`config.mk`:
```
export PLATFORM = sky130hd
export DESIGN_NAME = rfc_ctrl
export DESIGN_NICKNAME = d
export VERILOG_FILES = /design/src/core/rfc_pkg.sv /design/src/core/rfc_ctrl.sv /design/src/core/rfc_fifo.sv
export SDC_FILE = /design/constraint.sdc
export NUM_CORES = 2
export LEC_CHECK = 0
export BUFFER_PORTS_ARGS = -buffer_cell sky130_fd_sc_hd__buf_4
export CAP_MARGIN = 25
export CORE_MARGIN = 2
export CORE_UTILIZATION = 50
export DETAILED_ROUTE_END_ITERATION = 12
export HOLD_SLACK_MARGIN = 0.1
export PLACE_DENSITY = 0.67
export SLEW_MARGIN = 15
export SYNTH_ARGS = -nofsm -noshare
export SYNTH_HDL_FRONTEND = slang
export SYNTH_SLANG_ARGS = --single-unit
export TNS_END_PERCENT = 50
```
`constraint.sdc`:
```
create_clock -name mclk -period 7.8 [get_ports mclk]
set_clock_uncertainty 0.2 [all_clocks]
set_input_delay 0.39 -clock mclk [delete_from_list [all_inputs] [get_ports mclk]]
set_output_delay 0.39 -clock mclk [all_outputs]
set_load 0.05 [all_outputs]
```
`src/core/rfc_pkg.sv`:
```
// Shared constants and types for the receive FIFO control block
package rfc_pkg;

    // Structure
    localparam int NUM_PORTS  = 4;
    localparam int PORT_W     = 2;
    localparam int DATA_W     = 32;
    localparam int BYTES_W    = 3;
    localparam int FIFO_DEPTH = 8;
    localparam int LEVEL_W    = 4;
    localparam int WORD_W     = DATA_W + 2;
    localparam int SOP_POS    = DATA_W + 1;
    localparam int EOP_POS    = DATA_W;
    localparam int REG_W      = 8;
    localparam int ADDR_W     = 16;
    localparam int SYNC_W     = 10;

    // Register offsets of the first port
    localparam logic [15:0] OFF_ABC_B0 = 16'h102c;
    localparam logic [15:0] OFF_ABC_B1 = 16'h102d;
    localparam logic [15:0] OFF_ABC_B2 = 16'h102e;
    localparam logic [15:0] OFF_ABC_B3 = 16'h102f;
    localparam logic [15:0] OFF_CTRL   = 16'h1080;
    localparam logic [15:0] OFF_AF     = 16'h1082;
    localparam logic [15:0] OFF_AE     = 16'h1083;
    localparam logic [15:0] OFF_PADDR  = 16'h1084;
    localparam logic [15:0] OFF_STAT   = 16'h1088;
    localparam logic [15:0] OFF_IEN    = 16'h108a;

    // Port copies sit 200h apart; the port index is address bits 10:9
    localparam logic [15:0] PORT_STRIDE = 16'h0200;
    localparam logic [15:0] PORT_MASK   = 16'h0600;
    localparam int          PORT_LSB    = 9;

    // Reset values
    localparam logic [7:0] CTRL_RST  = 8'h01;
    localparam logic [7:0] AF_RST    = 8'h10;
    localparam logic [7:0] AE_RST    = 8'h10;
    localparam logic [7:0] PADDR_RST = 8'h00;

    // Field layout
    localparam int         FLUSH_BIT  = 0;
    localparam int         OVF_BIT    = 0;
    localparam int         OIE_BIT    = 0;
    localparam int         THR_W      = 6;
    localparam int         CELL_THR_W = 2;
    localparam int         L2_ADDR_W  = 5;
    localparam logic [4:0] L2_PORT_OFF = 5'h1f;

    // RAM wake-up time after the flush bit is cleared
    localparam int CLK_NS       = 4;
    localparam int RAM_PWRUP_NS = 40;
    localparam int PWRUP_CYC    = (RAM_PWRUP_NS + CLK_NS - 1) / CLK_NS;
    localparam int PWRUP_W      = 8;

    typedef enum logic [1:0] {
        st_flush,
        st_pwrup,
        st_hunt,
        st_run
    } rfc_state_type;

endpackage

```
`src/core/rfc_ctrl.sv`:
```
// Receive FIFO control and status for four ports
`timescale 1ns/100ps
module rfc_ctrl (
    // Clock and reset
    input  wire logic                                       mclk,
    input  wire logic                                       nrst,
    // Register port
    input  wire logic [rfc_pkg::ADDR_W-1:0]                 reg_addr,
    input  wire logic [rfc_pkg::REG_W-1:0]                  reg_wdata,
    input  wire logic                                       reg_wr,
    input  wire logic                                       reg_rd,
    output logic      [rfc_pkg::REG_W-1:0]                  reg_rdata,
    // Operating modes
    input  wire logic                                       cell_mode,
    input  wire logic                                       level2_mode,
    // Line side, one lane per port
    input  wire logic [rfc_pkg::NUM_PORTS-1:0]              line_valid,
    output logic      [rfc_pkg::NUM_PORTS-1:0]              line_ready,
    input  wire logic [rfc_pkg::NUM_PORTS-1:0]
                      [rfc_pkg::DATA_W-1:0]                 line_data,
    input  wire logic [rfc_pkg::NUM_PORTS-1:0]              line_sop,
    input  wire logic [rfc_pkg::NUM_PORTS-1:0]              line_eop,
    input  wire logic [rfc_pkg::NUM_PORTS-1:0]              line_abort,
    input  wire logic [rfc_pkg::NUM_PORTS-1:0]
                      [rfc_pkg::BYTES_W-1:0]                line_bytes,
    // System interface pins
    input  wire logic [rfc_pkg::REG_W-1:0]                  poll_address_bus,
    input  wire logic                                       read_enable_n,
    input  wire logic                                       read_start_strobe,
    output logic                                            poll_status,
    output logic      [rfc_pkg::DATA_W-1:0]                 read_data_bus,
    output logic                                            read_valid,
    output logic                                            read_sop,
    output logic                                            read_eop,
    // Per-port status
    output logic      [rfc_pkg::NUM_PORTS-1:0]        rx_cell_packet_available,
    output logic      [rfc_pkg::NUM_PORTS-1:0]              almost_full,
    output logic      [rfc_pkg::NUM_PORTS-1:0]              almost_empty,
    output logic      [rfc_pkg::NUM_PORTS-1:0]              ram_powerdown,
    output logic      [rfc_pkg::NUM_PORTS-1:0]              fifo_irq
);
    localparam int NP = rfc_pkg::NUM_PORTS;
    localparam int DW = rfc_pkg::DATA_W;
    localparam int TW = rfc_pkg::THR_W;
    localparam int LW = rfc_pkg::LEVEL_W;
    localparam int PORT_W_L = rfc_pkg::PORT_W;
    localparam logic [rfc_pkg::SYNC_W-1:0] PIN_IDLE =
        {1'b1, {(rfc_pkg::SYNC_W-1){1'b0}}};

    // Pin synchroniser: address, enable and strobe
    logic [rfc_pkg::SYNC_W-1:0] s1_r;
    logic [rfc_pkg::SYNC_W-1:0] s2_r;
    logic [rfc_pkg::SYNC_W-1:0] s3_r;
    logic [rfc_pkg::SYNC_W-1:0] pin_r;
    logic [rfc_pkg::SYNC_W-1:0] pin_nxt;
    logic [rfc_pkg::REG_W-1:0]  sys_addr;
    logic                       sys_ren_n;
    logic                       sys_strobe;
    logic                       sel_evt;

    // Register decode
    logic [PORT_W_L-1:0]        reg_port;
    logic [rfc_pkg::ADDR_W-1:0] reg_local;

    // Per-port arrays, then register and read-bus next values
    logic [NP-1:0][rfc_pkg::REG_W-1:0] port_rdata;
    logic [NP-1:0][rfc_pkg::WORD_W-1:0] rd_word;
    logic [NP-1:0]                      rd_valid;
    logic [NP-1:0]                      rd_pop;
    logic [NP-1:0]                      sel_r;
    logic [NP-1:0]                      addr_hit;
    logic [NP-1:0]                      flushing;
    logic [rfc_pkg::REG_W-1:0]          reg_rdata_nxt;
    logic [DW-1:0]                      rdb_nxt;
    logic                               rsop_nxt;
    logic                               reop_nxt;
    logic                               rval_nxt;

    assign pin_nxt = ((s2_r ~^ s3_r) & s2_r) | ((s2_r ^ s3_r) & pin_r);

    always_ff @(posedge mclk)
    begin
        if (!nrst)
        begin
            s1_r  <= PIN_IDLE;
            s2_r  <= PIN_IDLE;
            s3_r  <= PIN_IDLE;
            pin_r <= PIN_IDLE;
        end
        else
        begin
            s1_r  <= {read_enable_n, read_start_strobe, poll_address_bus};
            s2_r  <= s1_r;
            s3_r  <= s2_r;
            pin_r <= pin_nxt;
        end
    end

    assign sys_addr   = pin_r[rfc_pkg::REG_W-1:0];
    assign sys_strobe = pin_r[rfc_pkg::REG_W];
    assign sys_ren_n  = pin_r[rfc_pkg::REG_W+1];
    // Selection is taken with enable high or with the start strobe
    assign sel_evt    = sys_ren_n | sys_strobe;

    assign reg_port  = reg_addr[rfc_pkg::PORT_LSB +: PORT_W_L];
    assign reg_local = reg_addr & ~rfc_pkg::PORT_MASK;

    genvar p;
    generate
        for (p = 0; p < NP; p++)
        begin : g_port
            rfc_pkg::rfc_state_type st_r;
            logic                          flush_r;
            logic [TW-1:0]                 af_r;
            logic [TW-1:0]                 ae_r;
            logic [rfc_pkg::REG_W-1:0]     paddr_r;
            logic                          ovf_r;
            logic                          oie_r;
            logic [DW-1:0]                 abc_r;
            logic [DW-1:0]                 pkt_bytes_r;
            logic [rfc_pkg::PWRUP_W-1:0]   pwr_cnt_r;
            logic [LW-1:0]                 cells_r;
            logic                          wsel;
            logic                          in_ready;
            logic                          take;
            logic                          push;
            logic                          ovf_evt;
            logic [LW-1:0]                 level;
            logic [TW-1:0]                 free_grp;
            logic [TW-1:0]                 used_grp;
            logic                          cell_pop;

            assign wsel = reg_wr && (reg_port == PORT_W_L'(p));

            // Control and level registers hold across a flush
            always_ff @(posedge mclk)
            begin
                if (!nrst)
                begin
                    flush_r <= rfc_pkg::CTRL_RST[rfc_pkg::FLUSH_BIT];
                    af_r    <= rfc_pkg::AF_RST[TW-1:0];
                    ae_r    <= rfc_pkg::AE_RST[TW-1:0];
                    paddr_r <= rfc_pkg::PADDR_RST;
                    oie_r   <= 1'b0;
                end
                else if (wsel)
                begin
                    case (reg_local)
                        rfc_pkg::OFF_CTRL:
                            flush_r <= reg_wdata[rfc_pkg::FLUSH_BIT];
                        rfc_pkg::OFF_AF:    af_r    <= reg_wdata[TW-1:0];
                        rfc_pkg::OFF_AE:    ae_r    <= reg_wdata[TW-1:0];
                        rfc_pkg::OFF_PADDR: paddr_r <= reg_wdata;
                        rfc_pkg::OFF_IEN:
                            oie_r <= reg_wdata[rfc_pkg::OIE_BIT];
                        default:            flush_r <= flush_r;
                    endcase
                end
            end

            // Flush, RAM wake-up, hunt for start, run
            always_ff @(posedge mclk)
            begin
                if (!nrst)
                begin
                    st_r      <= rfc_pkg::st_flush;
                    pwr_cnt_r <= '0;
                end
                else if (flush_r)
                begin
                    st_r      <= rfc_pkg::st_flush;
                    pwr_cnt_r <= '0;
                end
                else
                begin
                    case (st_r)
                        rfc_pkg::st_flush:
                        begin
                            st_r <= rfc_pkg::st_pwrup;
                        end
                        rfc_pkg::st_pwrup:
                        begin
                            pwr_cnt_r <= pwr_cnt_r + 8'h01;
                            if (pwr_cnt_r ==
                                rfc_pkg::PWRUP_W'(rfc_pkg::PWRUP_CYC - 1))
                            begin
                                st_r <= rfc_pkg::st_hunt;
                            end
                        end
                        rfc_pkg::st_hunt:
                        begin
                            if (push)
                            begin
                                st_r <= rfc_pkg::st_run;
                            end
                        end
                        rfc_pkg::st_run:
                        begin
                            if (ovf_evt)
                            begin
                                st_r <= rfc_pkg::st_hunt;
                            end
                        end
                        default: st_r <= rfc_pkg::st_flush;
                    endcase
                end
            end

            // Words are dropped until a start of packet arrives after a flush or an overflow
            assign take = !flush_r && ((st_r == rfc_pkg::st_run) ||
                          (st_r == rfc_pkg::st_hunt && line_sop[p]));
            assign push    = line_valid[p] && take && in_ready;
            assign ovf_evt = line_valid[p] && take && !in_ready;
            assign flushing[p] = flush_r || (st_r == rfc_pkg::st_flush);

            rfc_fifo #(
                .WIDTH (rfc_pkg::WORD_W),
                .DEPTH (rfc_pkg::FIFO_DEPTH)
            ) u_fifo (
                .mclk      (mclk),
                .nrst      (nrst),
                .flush     (flushing[p]),
                .in_valid  (push),
                .in_ready  (in_ready),
                .in_data   ({line_sop[p], line_eop[p], line_data[p]}),
                .out_valid (rd_valid[p]),
                .out_ready (rd_pop[p]),
                .out_data  (rd_word[p]),
                .level     (level)
            );

            // Overflow flag: a new event wins over a clear
            always_ff @(posedge mclk)
            begin
                if (!nrst)
                begin
                    ovf_r <= 1'b0;
                end
                else
                begin
                    ovf_r <= ovf_evt || (ovf_r && !(wsel &&
                             reg_local == rfc_pkg::OFF_STAT &&
                             reg_wdata[rfc_pkg::OVF_BIT]));
                end
            end

            // Aborted byte accounting per stored packet
            always_ff @(posedge mclk)
            begin
                if (!nrst)
                begin
                    abc_r       <= '0;
                    pkt_bytes_r <= '0;
                end
                else if (flushing[p] || ovf_evt)
                begin
                    pkt_bytes_r <= '0;
                end
                else if (push && line_eop[p])
                begin
                    pkt_bytes_r <= '0;
                    if (line_abort[p])
                    begin
                        abc_r <= abc_r + pkt_bytes_r +
                                 DW'(line_bytes[p]);
                    end
                end
                else if (push)
                begin
                    pkt_bytes_r <= pkt_bytes_r + DW'(line_bytes[p]);
                end
            end

            // Complete cells stored, for cell-mode fill status
            assign cell_pop = rd_pop[p] && rd_word[p][rfc_pkg::EOP_POS];
            always_ff @(posedge mclk)
            begin
                if (!nrst || flushing[p])
                begin
                    cells_r <= '0;
                end
                else if (push && line_eop[p] && !cell_pop)
                begin
                    cells_r <= cells_r + 4'h1;
                end
                else if (cell_pop && !(push && line_eop[p]))
                begin
                    cells_r <= cells_r - 4'h1;
                end
            end

            assign used_grp = TW'(level);
            assign free_grp = TW'(rfc_pkg::FIFO_DEPTH) - TW'(level);
            assign almost_full[p] = cell_mode ? !in_ready
                                  : (free_grp <= af_r);
            assign almost_empty[p] = cell_mode
                ? (cells_r <= LW'(ae_r[rfc_pkg::CELL_THR_W-1:0]))
                : (used_grp <= ae_r);
            assign rx_cell_packet_available[p] =
                !flushing[p] && !almost_empty[p];
            assign ram_powerdown[p] = flushing[p];
            assign fifo_irq[p]      = ovf_r && oie_r;
            assign line_ready[p]    = in_ready;

            // Address match; Level 2 uses five bits and 1Fh disables
            assign addr_hit[p] = level2_mode
                ? (sys_addr[rfc_pkg::L2_ADDR_W-1:0] ==
                   paddr_r[rfc_pkg::L2_ADDR_W-1:0] &&
                   paddr_r[rfc_pkg::L2_ADDR_W-1:0] !=
                   rfc_pkg::L2_PORT_OFF)
                : (sys_addr == paddr_r);

            always_ff @(posedge mclk)
            begin
                if (!nrst || flushing[p])
                begin
                    sel_r[p] <= 1'b0;
                end
                else if (sel_evt)
                begin
                    sel_r[p] <= addr_hit[p];
                end
            end

            assign rd_pop[p] = sel_r[p] && !sys_ren_n && !sys_strobe &&
                               rd_valid[p] && !flushing[p];

            always_comb
            begin
                case (reg_local)
                    rfc_pkg::OFF_ABC_B0: port_rdata[p] = abc_r[7:0];
                    rfc_pkg::OFF_ABC_B1: port_rdata[p] = abc_r[15:8];
                    rfc_pkg::OFF_ABC_B2: port_rdata[p] = abc_r[23:16];
                    rfc_pkg::OFF_ABC_B3: port_rdata[p] = abc_r[31:24];
                    rfc_pkg::OFF_CTRL:   port_rdata[p] = {7'h00, flush_r};
                    rfc_pkg::OFF_AF:     port_rdata[p] = {2'h0, af_r};
                    rfc_pkg::OFF_AE:     port_rdata[p] = {2'h0, ae_r};
                    rfc_pkg::OFF_PADDR:  port_rdata[p] = paddr_r;
                    rfc_pkg::OFF_STAT:   port_rdata[p] = {7'h00, ovf_r};
                    rfc_pkg::OFF_IEN:    port_rdata[p] = {7'h00, oie_r};
                    default:             port_rdata[p] = 8'h00;
                endcase
            end
        end
    endgenerate

    // Poll answer: fill status of the addressed port
    assign poll_status = |(addr_hit & rx_cell_packet_available);

    always_comb
    begin
        rdb_nxt  = '0;
        rsop_nxt = 1'b0;
        reop_nxt = 1'b0;
        rval_nxt = 1'b0;
        for (int i = 0; i < NP; i++)
        begin
            if (rd_pop[i])
            begin
                rdb_nxt  = rd_word[i][DW-1:0];
                rsop_nxt = rd_word[i][rfc_pkg::SOP_POS];
                reop_nxt = rd_word[i][rfc_pkg::EOP_POS];
                rval_nxt = 1'b1;
            end
        end
    end

    always_ff @(posedge mclk)
    begin
        if (!nrst)
        begin
            read_data_bus <= '0;
            read_sop      <= 1'b0;
            read_eop      <= 1'b0;
            read_valid    <= 1'b0;
        end
        else
        begin
            read_data_bus <= rdb_nxt;
            read_sop      <= rsop_nxt;
            read_eop      <= reop_nxt;
            read_valid    <= rval_nxt;
        end
    end

    assign reg_rdata_nxt = reg_rd ? port_rdata[reg_port] : 8'h00;

    always_ff @(posedge mclk)
    begin
        if (!nrst)
        begin
            reg_rdata <= '0;
        end
        else
        begin
            reg_rdata <= reg_rdata_nxt;
        end
    end

endmodule

```
`src/core/rfc_fifo.sv`:
```
// Flip-flop FIFO with valid/ready on both sides and a flush
`timescale 1ns/100ps
module rfc_fifo #(
    parameter int WIDTH = 34,
    parameter int DEPTH = 8
) (
    // Clock and reset
    input  wire logic                     mclk,
    input  wire logic                     nrst,
    input  wire logic                     flush,
    // Fill side
    input  wire logic                     in_valid,
    output logic                          in_ready,
    input  wire logic [WIDTH-1:0]         in_data,
    // Drain side
    output logic                          out_valid,
    input  wire logic                     out_ready,
    output logic      [WIDTH-1:0]         out_data,
    // Occupancy
    output logic      [$clog2(DEPTH):0]   level
);
    localparam int AW = $clog2(DEPTH);

    logic [WIDTH-1:0] mem_r [DEPTH];
    logic [AW-1:0]    wptr_r;
    logic [AW-1:0]    rptr_r;
    logic [AW:0]      cnt_r;
    logic             push;
    logic             pop;

    assign in_ready  = (cnt_r != (AW+1)'(DEPTH));
    assign out_valid = (cnt_r != '0);
    assign push      = in_valid & in_ready;
    assign pop       = out_valid & out_ready;
    assign out_data  = mem_r[rptr_r];
    assign level     = cnt_r;

    always_ff @(posedge mclk)
    begin
        if (push)
        begin
            mem_r[wptr_r] <= in_data;
        end
    end

    always_ff @(posedge mclk)
    begin
        if (!nrst || flush)
        begin
            wptr_r <= '0;
            rptr_r <= '0;
            cnt_r  <= '0;
        end
        else
        begin
            if (push)
            begin
                wptr_r <= wptr_r + AW'(1);
            end
            if (pop)
            begin
                rptr_r <= rptr_r + AW'(1);
            end
            if (push && !pop)
            begin
                cnt_r <= cnt_r + (AW+1)'(1);
            end
            else if (pop && !push)
            begin
                cnt_r <= cnt_r - (AW+1)'(1);
            end
        end
    end

endmodule

```
==> reports/metrics.yaml <==
timing:
  final-max-slew-violation-count: 0
  hold_viol: 0
  period_share_pct: 55.4
  worst_slew_pin_slew_ns: 1.04
  fin_crit_ns: 4.32
  setup_viol: 0
  fin_tns_setup_ns: 0
  clock.fmax_mhz: 231
  slew_headroom_pct: 30.3
  rsz0062_at_grt: "no"
floorplan:
  num_rows: 140
  io_pins: 264
  die_area_um2: 150000
  dieHeight_um: 387
  core_um2: 146000
  initial_core_util_pct: 50.4
  die_x_um: 387
clock_network:
  htreeDepth: 4
  clk_pin_slew_ns: 0.06
  cts_max_path_buffers: 3
  clock-root-buffer: "clkbuf_16"
  cts_tree: "yes"
  clkSinkCount: 1631
  clk_latency_ns: 0.81
  post_cts_resized: 0
  numCtsBuffers: 167
synth:
  syn_area_per_cell_um2: 13.3
  syn_area_um2: 73400
  yosys-top-cells-count: "edfxtp_1, dfxtp_1, nor2_1"
  synth_edf_count: 1088
  syn-num-nets: 6113
  synth_most_common_cell: "edfxtp_1"
  ys_ff_latch: 1631
  synth_flop_cell: "edfxtp_1"
  synth_top_area_share_pct: 44.5
  yosys_warnings: 0
  synth_cell_types: 83
  seq_area_frac_synth_pct: 59.3
  synth_area_leaders: "edfxtp_1, dfxtp_1, mux4_2"
  post_synth_inst_count: 5543
  synth_top_area_cell: "edfxtp_1"
  synthArstFlopShare_pct: 0
setup_path:
  path_cells: "fa_1 -> ha_1 -> fa_1 -> a21o_1 -> a21oi_1 -> o21ai_1 -> a2111oi_1 -> o41ai_2 -> and4_1 -> a31oi_1 -> o21bai_1 -> xnor2_1 -> or3_1 -> a21oi_1"
  crit_fanout: 4
  cpMaxStageDelayCell: "a2111oi_1"
  cp.required_ns: 8.33
  critPathCaptureType: "flip-flop"
  critPathKind: "reg -> reg"
  startpoint_type: "flip-flop"
  worst_ep_arrival_time_ns: 4.85
  slowest_delay_ns: 0.53
drt:
  routed_wl_um: 183000
  ant_nets: 0
  detailroute.via_count: 46495
  drtIter0Drc: 3973
  remaining_drc_errors: 0
  post_drt_wl_per_cell_um: 22.8
  viasPerCell: 5.78
  drt-pass1-iter-count: 6
power:
  ir_worst_vdd_uv: 202
  p_int_uw: 13800
  p_sw_uw: 3640
  power_frac_seq_pct: 52.7
  power_density_nw_per_um2: 206
  p_clk_share_pct: 45.3
  share_comb_of_total_power_pct: 2.0
  p_sw_share_pct: 20.8
  p_leak_uw: 0.0299
place:
  port_buffers: 263
  placed_cells: 7538
  dp_hpwl_um: 119000
  place_congestion: 0.916
grt:
  grt_pass1_vias: 46296
  grt_use_total_pct: 24.3
  grt_pass1_wl_um: 280000
  grt.overflow.total: 0
  antenna_found_initial: 25
  grt_max_degree: 121
flow_run:
  drv_cap: 0
outcome:
  outcome: "finished, final reports clean"
final_layout:
  filler_cell_count: 11428
  drive_gt1_share_pct: 15.5
  nets: 6554
  final_cells: 8044
  syn_to_final_growth_pct: 15.8
hold_path:
  holdCritPathClass: "in -> reg"
## per-stage QoR
step	area (µm²)	hold WS (ns)	total power, µW	setup slack (ns)	util, %
6_report	85100	0.156	17500	3.48	58.4
3_3_place_gp	77600	0.197	9650	3.33	53.2
3_5_place_dp	77600	0.223	9660	3.33	53.3
4_1_cts	85000	0.101	17600	3.49	58.4
5_1_grt	85100	0.122	18000	3.08	58.4
2_1_floorplan	73400	0.186	9470	1.90	-
## registers in the layout, indices dropped and copies added (netlist names), 8 cells and up, named ones only
name,count
g_port.u_fifo.mem_r,1088
g_port.abc_r,128
g_port.pkt_bytes_r,128
g_port.paddr_r,32
g_port.pwr_cnt_r,32
read_data_bus,32
g_port.ae_r,24
g_port.af_r,24
g_port.cells_r,16
g_port.u_fifo.level,16
g_port.u_fifo.rptr_r,12
g_port.u_fifo.wptr_r,12
pin_r,10
s1_r,10
s2_r,10
s3_r,10
g_port.st_r,8
reg_rdata,8
## per-layer routing
layer	track usage, %	part of all wire [%]
met2	40.8	49
met3	4.50	6.6
met5	0	0.081
met4	6.72	2.6
met1	32.4	42
## kinds of logic after synthesis
logic type	after synthesis	synth area share, %
DFF	1631	59.3
and+or+nand+nor	1427	9.03
AOI/OAI and AO/OA	893	7.58
muxes	515	11.7
buffers and inverters	402	2.12
adders and majority gates	374	6.66
xor gates and xnor gates	301	3.59
## critical path, delay by kind of cell, from the launching register on
kind	cells	cell delay [ns]
simple gates	2	0.59
compound gates	8	1.82
xor+xnor	1	0.14
fa+ha+maj	3	1.13
flops	1	0.39
## layout make-up
type / count / area (µm²) / share of cell area (%)
clock inverter: 88 / 923 / 1.09
sequential: 1631 / 43600 / 51.2
tap: 1917 / 2400 / 2.82
inverter: 144 / 548 / 0.644
timing repair buffer: 530 / 4490 / 5.28
antenna: 6 / 15.0 / 0.0176
clock buffer: 218 / 4550 / 5.35
multi-input combinational: 3510 / 28600 / 33.6
## cells in the final DEF, fill, tap and decap left out, drive strengths merged, types with 34 or more instances in the layout
cell type / instances
edfxtp: 1088
dfxtp: 543
nor2: 527
nand2: 386
a21oi: 360
ha: 346
buf: 337
mux4: 277
mux2i: 234
clkbuf: 218
dlygate4sd3: 193
xor2: 158
inv: 150
xnor2: 143
o21ai: 127
nand3: 114
a21o: 102
clkinv: 63
a211oi: 57
nor3: 55
nand4: 54
or3: 49
a22oi: 46
and3: 45
and2: 44
o22ai: 35
nand2b: 34
## power by group through the flow
stage	Sequential, µW	Combinational, µW	Clock (µW)
after floorplan	9400	69.5	0
after global placement	9400	252	0
after detailed placement	9390	262	0
after CTS	9210	351	8060
after global routing	9200	376	8390
final	9210	351	7930
## path summary, 6_finish.rpt
| check | from | endpoint | slack, ns | cells after the start |
|---|---|---|---|---|
| worst max-delay path | g_port[2].pkt_bytes_r[1] | g_port[2].abc_r[31] | 3.48 | 14 |
| worst max register to register | g_port[2].pkt_bytes_r[1] | g_port[2].abc_r[31] | 3.48 | 14 |
| worst min register to register | s1_r[1] | s2_r[1] | 0.24 | 1 |
| worst min-delay path | line_data[122] | g_port[3].u_fifo.mem_r[1][26] | 0.16 | 2 |
## timing repair
action / in CTS / in global routing
setup endpoints to repair: 0 / 0
hold buffers: 193 / 0
endpoints found under the hold margin: 1335 / 0
buffers inserted: 0 / 0
(Power assumes the default switching activity.)
